<file path="src/fpur_map.svh">
// field positions, reset values and conversion constants of the floating-point user state
`ifndef FPUR_MAP_SVH
`define FPUR_MAP_SVH

`define FPUR_NUM_DATA        8
`define FPUR_IDX_W           3
`define FPUR_EXT_W           80
`define FPUR_MANT_W          64
`define FPUR_EXP_W           15

`define FPUR_CTRL_USED_HI    15
`define FPUR_CTRL_ENA_HI     15
`define FPUR_CTRL_ENA_LO     8
`define FPUR_CTRL_WIDTH_HI   7
`define FPUR_CTRL_WIDTH_LO   6
`define FPUR_CTRL_RND_HI     5
`define FPUR_CTRL_RND_LO     4
`define FPUR_CTRL_RESET      32'h0000_0000

`define FPUR_STAT_CC_HI      27
`define FPUR_STAT_CC_LO      24
`define FPUR_STAT_QUOT_HI    23
`define FPUR_STAT_QUOT_LO    16
`define FPUR_STAT_EXC_HI     15
`define FPUR_STAT_EXC_LO     8
`define FPUR_STAT_ACC_HI     7
`define FPUR_STAT_ACC_LO     3
`define FPUR_STAT_RESET      32'h0000_0000
`define FPUR_IADDR_RESET     32'h0000_0000

`define FPUR_EXC_UNORD       7
`define FPUR_EXC_SIGNAL_NAN_FLAG        6
`define FPUR_EXC_BAD_OPERAND_FLAG       5
`define FPUR_EXC_OVERFLOW_FLAG        4
`define FPUR_EXC_UNDERFLOW_FLAG        3
`define FPUR_EXC_DZ          2
`define FPUR_EXC_IMPRECISE_CALC_FLAG       1
`define FPUR_EXC_IMPRECISE_INPUT_FLAG       0

`define FPUR_ACC_IOP         4
`define FPUR_ACC_OVERFLOW_FLAG        3
`define FPUR_ACC_UNDERFLOW_FLAG        2
`define FPUR_ACC_DZ          1
`define FPUR_ACC_IMPRECISE_RESULT_FLAG        0

`define FPUR_QNAN_POS        80'h7fff_ffff_ffff_ffff_ffff

`define FPUR_MANT_SGL        7'h18
`define FPUR_MANT_DBL        7'h35
`define FPUR_MANT_EXT        7'h40

`define FPUR_EXP_MAX         15'h7fff
`define FPUR_SGL_EXP_ADJ     15'h3f80
`define FPUR_SGL_DEN_EXP     15'h3f81
`define FPUR_DBL_EXP_ADJ     15'h3c00
`define FPUR_DBL_DEN_EXP     15'h3c01

`endif

</file>
<file path="src/fpur_pkg.sv">
// types of the floating-point user state block
`default_nettype none
package fpur_pkg;
  `include "fpur_map.svh"

  typedef enum logic [1:0] {
    round_nearest  = 2'h0,
    round_to_zero  = 2'h1,
    round_down_neg = 2'h2,
    round_up_pos   = 2'h3
  } fpur_round_e;

  typedef enum logic [1:0] {
    width_ext  = 2'h0,
    width_sgl  = 2'h1,
    width_dbl  = 2'h2,
    width_undf = 2'h3
  } fpur_width_e;

  typedef enum logic [1:0] {
    fmt_ext = 2'h0,
    fmt_sgl = 2'h1,
    fmt_dbl = 2'h2
  } fpur_fmt_e;

  // operation classes issued by the integer unit
  typedef enum logic [2:0] {
    kind_arith      = 3'h0,
    kind_move_in    = 3'h1,
    kind_move_out   = 3'h2,
    kind_multi_move = 3'h3,
    kind_ctrl_move  = 3'h4,
    kind_quiet      = 3'h5
  } fpur_kind_e;

  typedef enum logic [1:0] {
    sel_control = 2'h0,
    sel_status  = 2'h1,
    sel_iaddr   = 2'h2
  } fpur_sel_e;

  typedef struct packed {
    logic        sign;
    logic [14:0] exp;
    logic [63:0] mant;
  } fpur_ext_s;

  typedef struct packed {
    fpur_fmt_e   fmt;
    logic [79:0] payload;
  } fpur_in_s;

  typedef struct packed {
    fpur_kind_e  kind;
    logic [3:0]  cc;
    logic        quot_valid;
    logic [7:0]  quot;
    logic [7:0]  trap_status_byte;
  } fpur_result_s;
endpackage : fpur_pkg
`default_nettype wire

</file>
<file path="src/fpur_regs.sv">
// floating-point programmer-visible register state
//
// What this block does
// - data registers hold only extended-precision values
// - reset or null restore loads quiet NaNs
// - control bits 31..16 read zero, writes dropped
// - control is user read/write, cleared on reset
// - one trap enable bit per exception class
// - two-bit rounding mode decodes four directions
// - two-bit width field: extended, single, double
// - mantissa rounds at 24, 53 or 64 bits
// - status fully user read/write, cleared on reset
// - condition codes follow arithmetic only
// - quotient field holds until a valid quotient or a user write
// - exception byte cleared only by capable operations
// - accrued byte ORs combined exception bits
// - accrued bits sticky until write or reset
// - accrued writes never raise or hide traps
// - capture instruction address before capable operations
// - multi-moves and control moves keep instruction address
// - instruction address cleared on reset or restore
`timescale 1ns/1ns
`default_nettype none
`include "fpur_map.svh"

module fpur_regs
  import fpur_pkg::*;
(
  input  wire logic         clk,
  input  wire logic         rst_n,
  input  wire logic         null_restore,
  input  wire logic         user_wr,
  input  wire fpur_sel_e    user_sel,
  input  wire logic [31:0]  user_wdata,
  output logic      [31:0]  user_rdata,
  input  wire logic         data_wr,
  input  wire logic [2:0]   data_wr_idx,
  input  wire fpur_in_s     data_wr_src,
  input  wire logic [2:0]   data_rd_idx,
  output fpur_ext_s         data_rd,
  input  wire logic         op_start,
  input  wire fpur_kind_e   op_start_kind,
  input  wire logic [31:0]  op_addr,
  input  wire logic         op_done,
  input  wire fpur_result_s op_result,
  output fpur_round_e       round_mode,
  output fpur_width_e       round_width,
  output logic      [6:0]   round_mant_bits,
  output logic      [7:0]   trap_enable,
  output logic              trap_req
);

  fpur_ext_s   data_r [`FPUR_NUM_DATA];
  logic [15:0] ctrl_r;
  logic [31:0] status_r;
  logic [31:0] status_nxt;
  logic [31:0] iaddr_r;
  logic [31:0] user_rdata_r;
  fpur_ext_s   data_rd_r;
  logic        trap_req_r;

  // extended-precision image of an incoming operand
  function automatic fpur_ext_s to_extended(input fpur_in_s src);
    fpur_ext_s   res;
    logic [7:0]  se;
    logic [22:0] sf;
    logic [10:0] de;
    logic [51:0] df;
    res = src.payload;
    se  = src.payload[30:23];
    sf  = src.payload[22:0];
    de  = src.payload[62:52];
    df  = src.payload[51:0];
    unique case (src.fmt)
      fmt_sgl: begin
        res.sign = src.payload[31];
        if (se == 8'hff) begin
          res.exp  = `FPUR_EXP_MAX;
          res.mant = {1'b1, sf, 40'h0};
        end else if (se == 8'h00 && sf == 23'h0) begin
          res.exp  = 15'h0;
          res.mant = 64'h0;
        end else if (se == 8'h00) begin
          res.exp  = `FPUR_SGL_DEN_EXP;
          res.mant = {1'b0, sf, 40'h0};
        end else begin
          res.exp  = `FPUR_SGL_EXP_ADJ + {7'h0, se};
          res.mant = {1'b1, sf, 40'h0};
        end
      end
      fmt_dbl: begin
        res.sign = src.payload[63];
        if (de == 11'h7ff) begin
          res.exp  = `FPUR_EXP_MAX;
          res.mant = {1'b1, df, 11'h0};
        end else if (de == 11'h000 && df == 52'h0) begin
          res.exp  = 15'h0;
          res.mant = 64'h0;
        end else if (de == 11'h000) begin
          res.exp  = `FPUR_DBL_DEN_EXP;
          res.mant = {1'b0, df, 11'h0};
        end else begin
          res.exp  = `FPUR_DBL_EXP_ADJ + {4'h0, de};
          res.mant = {1'b1, df, 11'h0};
        end
      end
      default: res = src.payload;
    endcase
    return res;
  endfunction : to_extended

  // decoding of user selects, operation classes, exception inputs and control fields
  wire fpur_ext_s  wr_ext      = to_extended(data_wr_src);
  wire logic       ctrl_wr     = user_wr && user_sel == sel_control;
  wire logic       status_wr   = user_wr && user_sel == sel_status;
  wire logic       iaddr_wr    = user_wr && user_sel == sel_iaddr;
  wire logic       start_cap   = op_start && (op_start_kind == kind_arith || op_start_kind == kind_move_in ||
                                              op_start_kind == kind_move_out);
  wire logic       done_cap    = op_done && (op_result.kind == kind_arith || op_result.kind == kind_move_in ||
                                             op_result.kind == kind_move_out);
  wire logic       done_arith  = op_done && op_result.kind == kind_arith;
  wire logic [7:0] exc_in      = op_result.trap_status_byte;
  wire logic [4:0] acc_in      = {exc_in[`FPUR_EXC_SIGNAL_NAN_FLAG] | exc_in[`FPUR_EXC_BAD_OPERAND_FLAG],
                                  exc_in[`FPUR_EXC_OVERFLOW_FLAG],
                                  exc_in[`FPUR_EXC_UNDERFLOW_FLAG] & exc_in[`FPUR_EXC_IMPRECISE_CALC_FLAG],
                                  exc_in[`FPUR_EXC_DZ],
                                  exc_in[`FPUR_EXC_IMPRECISE_INPUT_FLAG] | exc_in[`FPUR_EXC_IMPRECISE_CALC_FLAG] |
                                  exc_in[`FPUR_EXC_OVERFLOW_FLAG]};

  assign round_mode  = fpur_round_e'(ctrl_r[`FPUR_CTRL_RND_HI:`FPUR_CTRL_RND_LO]);
  assign round_width = fpur_width_e'(ctrl_r[`FPUR_CTRL_WIDTH_HI:`FPUR_CTRL_WIDTH_LO]);
  assign trap_enable = ctrl_r[`FPUR_CTRL_ENA_HI:`FPUR_CTRL_ENA_LO];
  // undefined width code falls back to extended rounding
  assign round_mant_bits = (round_width == width_sgl) ? `FPUR_MANT_SGL :
                           (round_width == width_dbl) ? `FPUR_MANT_DBL : `FPUR_MANT_EXT;

  // status next value; hardware updates land after a user write
  always_comb begin
    status_nxt = status_r;
    if (status_wr) begin
      status_nxt = user_wdata;
    end
    if (start_cap) begin
      status_nxt[`FPUR_STAT_EXC_HI:`FPUR_STAT_EXC_LO] = 8'h00;
    end
    if (done_arith) begin
      status_nxt[`FPUR_STAT_CC_HI:`FPUR_STAT_CC_LO] = op_result.cc;
    end
    if (op_done && op_result.quot_valid) begin
      status_nxt[`FPUR_STAT_QUOT_HI:`FPUR_STAT_QUOT_LO] = op_result.quot;
    end
    if (done_cap) begin
      status_nxt[`FPUR_STAT_EXC_HI:`FPUR_STAT_EXC_LO] = exc_in;
    end
    if (done_arith) begin
      status_nxt[`FPUR_STAT_ACC_HI:`FPUR_STAT_ACC_LO] =
        status_nxt[`FPUR_STAT_ACC_HI:`FPUR_STAT_ACC_LO] | acc_in;
    end
  end

  wire logic [31:0] rd_mux = (user_sel == sel_control) ? {16'h0, ctrl_r} :
                             (user_sel == sel_status)  ? status_r : iaddr_r;

  // data registers
  wire logic [`FPUR_NUM_DATA-1:0] nan_flag;
  genvar gi;
  generate
    for (gi = 0; gi < `FPUR_NUM_DATA; gi++) begin : g_data
      assign nan_flag[gi] = data_r[gi] == `FPUR_QNAN_POS;
      always_ff @(posedge clk or negedge rst_n) begin
        if (!rst_n) begin
          data_r[gi] <= `FPUR_QNAN_POS;
        end else if (null_restore) begin
          data_r[gi] <= `FPUR_QNAN_POS;
        end else if (data_wr && data_wr_idx == 3'(gi)) begin
          data_r[gi] <= wr_ext;
        end
      end
    end
  endgenerate

  always_ff @(posedge clk or negedge rst_n) begin
    if (!rst_n) begin
      ctrl_r <= 16'(`FPUR_CTRL_RESET);
    end else if (null_restore) begin
      ctrl_r <= 16'(`FPUR_CTRL_RESET);
    end else if (ctrl_wr) begin
      ctrl_r <= user_wdata[`FPUR_CTRL_USED_HI:0];
    end
  end

  always_ff @(posedge clk or negedge rst_n) begin
    if (!rst_n) begin
      status_r <= `FPUR_STAT_RESET;
    end else if (null_restore) begin
      status_r <= `FPUR_STAT_RESET;
    end else begin
      status_r <= status_nxt;
    end
  end

  // capable operations and user writes load the address, a capable start winning; multi-moves and control moves leave it alone
  always_ff @(posedge clk or negedge rst_n) begin
    if (!rst_n) begin
      iaddr_r <= `FPUR_IADDR_RESET;
    end else if (null_restore) begin
      iaddr_r <= `FPUR_IADDR_RESET;
    end else if (start_cap) begin
      iaddr_r <= op_addr;
    end else if (iaddr_wr) begin
      iaddr_r <= user_wdata;
    end
  end

  // trap follows the exception byte only, never the accrued byte
  always_ff @(posedge clk or negedge rst_n) begin
    if (!rst_n) begin
      trap_req_r <= 1'b0;
    end else begin
      trap_req_r <= !null_restore && done_cap && |(exc_in & trap_enable);
    end
  end

  always_ff @(posedge clk or negedge rst_n) begin
    if (!rst_n) begin
      user_rdata_r <= 32'h0;
      data_rd_r    <= '0;
    end else begin
      user_rdata_r <= rd_mux;
      data_rd_r    <= data_r[data_rd_idx];
    end
  end

  assign user_rdata = user_rdata_r;
  assign data_rd    = data_rd_r;
  assign trap_req   = trap_req_r;

  wire logic all_nan = &nan_flag;
endmodule : fpur_regs

`default_nettype wire

</file>
<file path="config.mk">
export PLATFORM = sky130hd
export DESIGN_NAME = fpur_regs
export DESIGN_NICKNAME = d
export VERILOG_FILES = /design/src/fpur_pkg.sv /design/src/fpur_regs.sv
export VERILOG_INCLUDE_DIRS = /design/src
export SDC_FILE = /design/constraint.sdc
export NUM_CORES = 1
export LEC_CHECK = 0
export BUFFER_PORTS_ARGS = -buffer_cell sky130_fd_sc_hd__buf_4
export CORE_ASPECT_RATIO = 0.7
export CORE_MARGIN = 2
export CORE_UTILIZATION = 45
export DETAILED_ROUTE_END_ITERATION = 7
export PLACE_DENSITY = 0.72
export REMOVE_ABC_BUFFERS = 1
export SYNTH_ARGS = -nofsm -noshare
export SYNTH_HDL_FRONTEND = slang
export SYNTH_SLANG_ARGS = --single-unit
</file>
<file path="constraint.sdc">
create_clock -name clk -period 1.3 [get_ports clk]
set_input_delay 0.13 -clock clk [delete_from_list [all_inputs] [get_ports clk]]
set_output_delay 0.13 -clock clk [all_outputs]
set_load 0.02 [all_outputs]
</file>
* After elaboration in Yosys (flattened, before gate mapping) *
Index checks and enable logic that the tools add are counted.

cells by class
  bitwise gates (word level) = 7
  shifts and indexed selects = 0
  divide/modulo/power cells = 0
  eq/ne operators = 19
  mux-type cells = 42
  multipliers = 0
  add/subtract/negate cells = 2
  $lt $le $gt $ge = 1
  reduce and logical (&&, ||, !) cells = 47

operators by type and width
  kind                    count
  $mux 80                 18
  $mux 79                 6
  $bmux 80 s3             1
  $mux 32                 7
  $pmux 80 s2             1
  $logic_not 52->1        1
  $mux 16                 2
  $mux 8                  3
  $logic_not 23->1        1
  $reduce_bool 2->1       10
  $logic_and 1x1->1       19
  $add 14x11->15 const A  1
  $add 14x8->15 const A   1
  $mux 7                  2
  $eq 3x2->1 const B      4
  $eq 3x3->1 const B      4
  $eq 11x11->1 const B    1
  $logic_not 11->1        1
  $eq 3x1->1 const B      3
  $logic_not 3->1         3
  $reduce_bool 3->1       3
  $and 8x8->8             1
  $eq 8x8->1 const B      1
  $logic_not 8->1         1
  14 further kinds        23

word-level totals
  register bits after elaboration = 833
  bits in latches = 0
  word-level logic and storage cells = 154
  ROM bits = 0
  RAM bits = 0
  memories = 0
  input bits = 188

* Longest topological paths before layout *
Gate-level depths: netlist of the first run.

  word-level depth = 7
  mapped depth = 9

* Worst setup path after synthesis of the first run *
OpenSTA, ideal clock, no wires.

  kind = in2reg
  start point = input port data_wr_src[80] (netlist name)
  end point = register data_r[100] (netlist name)
  path buffers = 3
  library setup time = 103 ps
  stages on the path = 8
  setup slack = -726 ps
  arrival = 1923 ps
  path through = inv_1 ha_1 clkbuf_1 buf_1 buf_1 nor2_1 a211oi_1 o21ai_0

between the ends
  cells in the longest elaborated chain, start to end = 4
  elaborated cells on any way between the ends = 5
  classes of those cells = eq/ne: 2; mux: 3

RTL lines
  what                                      RTL line          source
  start, declared                           fpur_regs.sv:38   input wire fpur_in_s data_wr_src,
  $eq 2x2->1 or $eq 2x1->1 (tied branches)  fpur_regs.sv:74   unique case (src.fmt)
  $pmux 80 s2 *                             fpur_regs.sv:74
  $mux 80 *                                 fpur_regs.sv:175  end else if (data_wr && data_wr_idx == 3'(gi)) begin
  $mux 80 *                                 fpur_regs.sv:173  end else if (null_restore) begin
  end signal, assigned by index             fpur_regs.sv:172  data_r[gi] <= `FPUR_QNAN_POS;
  end signal, assigned by index             fpur_regs.sv:174  data_r[gi] <= `FPUR_QNAN_POS;
  end signal, assigned by index             fpur_regs.sv:176  data_r[gi] <= wr_ext;
  end, declared                             fpur_regs.sv:53   fpur_ext_s data_r [`FPUR_NUM_DATA];

Mark *: on every way between the ends. The rest lies on a longest branch, timed or not. The select of a mux whose other input is x is not followed.
A chain may end at the register's enable or synchronous reset.

* Worst setup path in the final report of the first run *
  start point = register ctrl_r[6]
  end point = output port round_mant_bits[4]

between the ends
  cells in the longest elaborated chain, start to end = 3
  elaborated cells on any way between the ends = 4
  classes of those cells = eq/ne: 2; mux: 2

RTL lines
  what                    RTL line          source
  start, declared         fpur_regs.sv:54   logic [15:0] ctrl_r;
  start signal, assigned  fpur_regs.sv:184  ctrl_r <= 16'(`FPUR_CTRL_RESET);
  start signal, assigned  fpur_regs.sv:186  ctrl_r <= 16'(`FPUR_CTRL_RESET);
  start signal, assigned  fpur_regs.sv:188  ctrl_r <= user_wdata[`FPUR_CTRL_USED_HI:0];
  $eq 2x2->1              fpur_regs.sv:135  (round_width == width_dbl) ? `FPUR_MANT_DBL : `FPUR_MANT_EXT;
  $mux 7 (no line)        -
  $mux 7 (no line) *      -
  end, declared           fpur_regs.sv:48   output logic [6:0] round_mant_bits,

Mark *: on every way between the ends. The rest lies on a longest branch, timed or not.

==> metrics.txt, run 1 <==
status complete, but fails checks; failing checks setup timing; critical path arrival 1.55 ns; Area growth, synth to finish 36.5%; Max Cap Viol 0; drt pass-1 iters 5; Setup WS post-layout -0.377 ns; worst skew pair latency between 0.6 and 0.7 ns; clock-pin slew on the worst setup and hold paths roughly 0.07 ns; initial cell density of the core 0.455; Leak 19.7 nW; commonest non-fill, non-tap cell in the layout o21ai_0; Synth Cell Area 37600 um2; Design Power 0.0642 W; Remaining DRCs 0; RSZ-0062 raised after global routing true; Max Fanout on Critical Path 3; Total Routing Usage GR 0.282; drt initial violations 3333; Final Max Tran Viols 0; layout net count 4198; sequential share of power 0.457; share of cells above drive strength 1 0.525; Least-Margin Pin Slew 0.787 ns; Worst Skew 0.0297 ns; commonest cells after routing, fill and taps aside 842 x o21ai_0, 632 x dfstp_2, 537 x buf_4; height of the die 246 um; endpoints failing setup 288; row cnt 88; Gate power share 0.161; HPWL Detailed 80000 um; min Tclk post-route 1.68 ns; Clk network pwr share 0.381; final cell count without fillers 5154; Final Core Density 0.621; Place WS -1.15 ns; gp weighted congestion 0.941; clock tree buffer depth 3; CP Capture Type output port; CTS root buf clkbuf_16; vias in the first global route about 32k; critical path type reg -> out; final hold violations 0; final worst-path cycle share 1.29; P_int ~0.047 W; H-tree depth 3; Post-synth top flop dfstp_2; synthesized instance count about 3.3k; syn_area_per_cell between 10 and 15 um2; post-route ant nets 0; die area 85900 um2; sequential share of the synthesized area 0.575; first-pass GRT wire length 188000 um; PortBufs 318; Yosys reg bits approximately 830; initial antenna violation count 10; Synth cell types 45; Core ar. about 83000 um2; wirelength, routed 122000 um; Pwr Density around 1300 nW/um2; total grt overflow 0; Worst IR Drop VDD a little over 1 mV; drt wl/cell about 24 um; FFs w/ async S/R, synth 1.00; Sw Ratio 0.266; WP data required between 1 and 1.5 ns; Sw Pwr 0.0171 W; Ports 320; Vias/cell 6.09; f_max 596 MHz; EDFF count, synth 0; CP startpoint kind register; detailed-route via count 31.4k; TritonCTS clock tree done; setup TNS -38.10 ns; Sink Count 833; synthesis warning total 0; Die Wd between 300 and 400 um; path type of the worst min-delay path in -> reg; Max-Slew Margin vs Limit 0.472; total CTS buffers 82; DP Cell Count between 4k and 5k; fillcell total 6071; largest net degree at the start of global routing a little over 80
cell type report:
type | count | area [um2] | area share
Antenna cell | 3 | 7.51 | 0.000146
Clock inverter | 38 | 437 | 0.00851
Timing Repair Buffer | 933 | 9400 | 0.183
Clock buffer | 111 | 2310 | 0.0451
Sequential cell | 833 | 21600 | 0.422
Tap cell | 1080 | 1350 | 0.0263
Inverter | 10 | 37.5 | 0.000731
Multi-Input combinational cell | 2146 | 16100 | 0.314
stage by stage:
stage	cell area [um2]	hold WS, ns
6_report	51300	0.0396
5_1_grt	51300	0.0301
4_1_cts	50800	0.00248
3_5_place_dp	45100	0.0246
3_3_place_gp	45100	0.0250
2_1_floorplan	36300	-0.166
final timing paths:
| check | start | endpoint | slack [ns] | cells past startpoint |
|---|---|---|---|---|
| max | ctrl_r[6] | round_mant_bits[4] | -0.38 | 4 |
| min | null_restore | data_r[445] | 0.04 | 4 |
| max reg2reg | data_r[28] | data_rd[28] | 0.01 | 2 |
| min reg2reg | iaddr_r[14] | user_rdata[14] | 0.46 | 2 |
| max in group asynchronous | rst_n | user_rdata[23] | 0.48 | 3 |
| min in group asynchronous | rst_n | data_r[484] | 0.19 | 2 |
routing by layer:
layer  vias to the layer above  wire length (um)  global-route usage
met1                     16008             49600               0.383
met3                       295             11300              0.0778
met5                         -               106                   0
met4                        12              4380               0.103
met2                      1545             56500               0.433
li1                      13517                 -                   -
cells by family after synthesis:
kind of cell    Yosys count  synth area share
mux                     290             0.133
fa+ha+maj                 4           0.00133
simple gates            472            0.0517
other cells               1         0.0000997
flops                   833             0.575
compound gates         1379             0.203
buf+inv                 332            0.0351
synth_stat cells (all sizes together) (10+ instances only):
cell / count / area share
dfrtp: 201 / 0.13
nor2: 217 / 0.022
o21ai: 990 / 0.13
a21oi: 189 / 0.025
a211oi: 39 / 0.010
buf: 55 / 0.0075
inv: 10 / 0.0010
a22o: 32 / 0.0075
nor4: 12 / 0.0024
mux2i: 50 / 0.013
mux2: 80 / 0.024
nand2: 189 / 0.019
a211o: 52 / 0.012
mux4: 160 / 0.096
o31ai: 34 / 0.0068
a22oi: 21 / 0.0042
clkbuf: 267 / 0.027
dfstp: 632 / 0.44
a311oi: 14 / 0.0034
nand2b: 12 / 0.0020
nor3: 12 / 0.0016
power groups by stage:
stage	combinational (W)	sequential (W)	clock (W)
after floorplan	0.00321	0.0298	0
after global placement	0.00867	0.0296	0
after detailed placement	0.00884	0.0296	0
after CTS	0.00996	0.0293	0.0249
after global routing	0.0110	0.0295	0.0259
final	0.0104	0.0294	0.0245
what timing repair did:
item / 4_1_cts / 5_1_grt
endpoints found under the hold margin: 477 / 0
hold buffers: 111 / 0
buffers inserted: 22 / 9
gates cloned: 2 / 0
pin swaps: 160 / 47
resized for setup: 561 / 118
setup endpoints to repair: 380 / 443
state kept, by name, summed over array words and instances (netlist names):
register    count
status_r       32
data_rd        80
trap_req        1
ctrl_r         16
iaddr_r        32
data_r        640
user_rdata     32
critical path: stages (launching register included):
cell and delay (ns):
dfrtp_1 0.40, inv_2 0.07, ha_4 0.27, inv_2 0.03, buf_6 0.12
No activity file was read; power rests on OpenSTA's default activity.
==> run 2, diff against run 1 <==
--- a/config.mk
+++ b/config.mk
@@ -13,6 +13,7 @@
 export DETAILED_ROUTE_END_ITERATION = 7
 export PLACE_DENSITY = 0.72
 export REMOVE_ABC_BUFFERS = 1
+export SKIP_CTS_REPAIR_TIMING = 1
 export SYNTH_ARGS = -nofsm -noshare
 export SYNTH_HDL_FRONTEND = slang
 export SYNTH_SLANG_ARGS = --single-unit
==> run 2 against run 1 <==
The flow finishes with violations (hold timing, setup timing). Worst setup slack better by 0.00093 ns. Sequential power hardly changed. Flip-flop and latch count stayed put. Final cell count hardly changed. Largest power group unchanged. Sequential share of layout area is 0.13 points higher. Via count rose by 0.28%.
==> metrics.txt, run 2 (synthesized netlist as in run 1, its figures left out) <==
RSZ-0062 raised after global routing true; vias in the first global route 29.8k (-6.5%); commonest non-fill, non-tap cell in the layout o21ai_0; CP Cell Sequence inv_2 -> ha_4 -> inv_2 -> buf_6; endpoints failing setup 291 (+1.0%); height of the die 246 um (unchanged); largest register by flop count data_r; total grt overflow 0 (unchanged); first-pass GRT wire length 178000 um (-5.7%); total CTS buffers 82 (unchanged); Remaining DRCs 0 (unchanged); initial cell density of the core 0.455 (unchanged); most used cell, CP inv_2; CP Capture Type output port; final worst-path cycle share 1.29 (about the same); CP top delay family flip-flops; final hold violations 1 (+1); clock tree buffer depth 3 (unchanged); max incr delay on CP 0.40 ns (about the same); Max Fanout on Critical Path 3 (unchanged); Max Cap Viol 0 (unchanged); Area growth, synth to finish 36.1%; critical path type reg -> out; share of cells above drive strength 1 0.526 (about the same); Sink Count 833 (unchanged); Max-Slew Margin vs Limit 0.518 (+0.0460); critical path arrival 1.55 ns (about the same); Final Max Tran Viols 0 (unchanged); drt initial violations 3294 (-1.2%); WP data required 1.17 ns (about the same); Pwr Density 1250 nW/um2 (+0.24%); Place WS -1.15 ns (unchanged); failing checks hold timing, setup timing; TritonCTS clock tree done; CTS root buf clkbuf_16; drt pass-1 iters 5 (unchanged); Ports 320 (unchanged); CP startpoint kind register; Worst IR Drop VDD 1.01 mV (-0.74%); Design Power 0.0642 W (about the same); gp weighted congestion 0.941 (unchanged); row cnt 88 (unchanged); hold slack -0.00116 ns (-0.0407 ns); max reg flops 640 (unchanged); Setup WS post-layout -0.376 ns (+0.000932 ns); Die Wd 349 um (unchanged); final cell count without fillers 5150 (-0.078%); PortBufs 318 (unchanged); DP Cell Count 4865 (unchanged); Leak 19.6 nW (-0.28%); Core ar. 82600 um2 (unchanged); drt wl/cell 23.6 um (-0.23%); largest net degree at the start of global routing 82 (unchanged); layout net count 4191 (-0.17%); Worst Skew 0.0263 ns (-0.00341 ns); Total Routing Usage GR 0.266 (-0.0158); post-route ant nets 0 (unchanged); commonest cells after routing, fill and taps aside 842 x o21ai_0, 632 x dfstp_2, 542 x buf_4; H-tree depth 3 (unchanged); die area 85900 um2 (unchanged); Vias/cell 6.11 (+0.36%); status complete, but fails checks; Least-Margin Pin Slew 0.715 ns (-0.0722 ns); CP bufs+invs 3 (unchanged); detailed-route via count 31.5k (+0.28%); clock-pin slew on the worst setup and hold paths 0.06 ns (about the same); wirelength, routed 122000 um (-0.31%); path type of the worst min-delay path in -> reg; initial antenna violation count 10 (unchanged); slowest cell on the critical path dfrtp_1; min Tclk post-route 1.68 ns (-0.000932 ns); worst skew pair latency 0.65 ns (about the same); HPWL Detailed 80000 um (unchanged); f_max 597 MHz (about the same)
## run 2: power breakdown
group          switching [W]  leakage [nW]  internal, W
Clock                 0.0105          1.36       0.0140
Sequential          0.000900          9.04       0.0285
Combinational        0.00561          9.24      0.00467
Total                 0.0171          19.6       0.0471
## run 2: worst reg2reg max path, delay by kind of cell, from the launching register on
family	cells	cell delay, ns
AO/OA/AOI/OAI	1	0.18
buffers and inverters	2	0.29
flip-flops	1	0.40
AND/OR/NAND/NOR	2	0.31
## run 2: worst paths after layout
check	from	to	slack, ns	cells after the start
setup / recovery	ctrl_r[6]	round_mant_bits[4]	-0.38	4
hold / removal	data_wr_src[37]	data_r[597]	-0.001	4
setup reg to reg	ctrl_r[11]	trap_req	0	5
hold reg to reg	iaddr_r[14]	user_rdata[14]	0.47	2
max in group asynchronous	rst_n	user_rdata[18]	0.22	3
min in group asynchronous	rst_n	data_r[484]	0.20	2
## run 2: layout make-up
class                   instances  area (um2)
diodes                          6        15.0
clock buffers                 111        2310
clock inverters                38         437
fillers                      6104       31400
inverters                      10        37.5
multi-input cells            2146       16100
flip-flops and latches        833       21600
well taps                    1080        1350
repair buffers                926        9300
## run 2: per-layer routing
metal  GRT usage  wire [um]  share of wire
met3      0.0714      11700          0.096
met2       0.402      56400           0.46
met4      0.0724       4160          0.034
met1       0.378      49200           0.41
met5           0         55        0.00045
## run 2: stage by stage
stage	TNS (ns)	util	instance area, um2
3_5_place_dp	-414.81	0.547	45100
5_1_grt	-46.23	0.619	51200
4_1_cts	-79.90	0.580	47900
2_1_floorplan	-1910.01	-	36300
3_3_place_gp	-400.12	0.547	45100
6_report	-39.75	0.620	51200
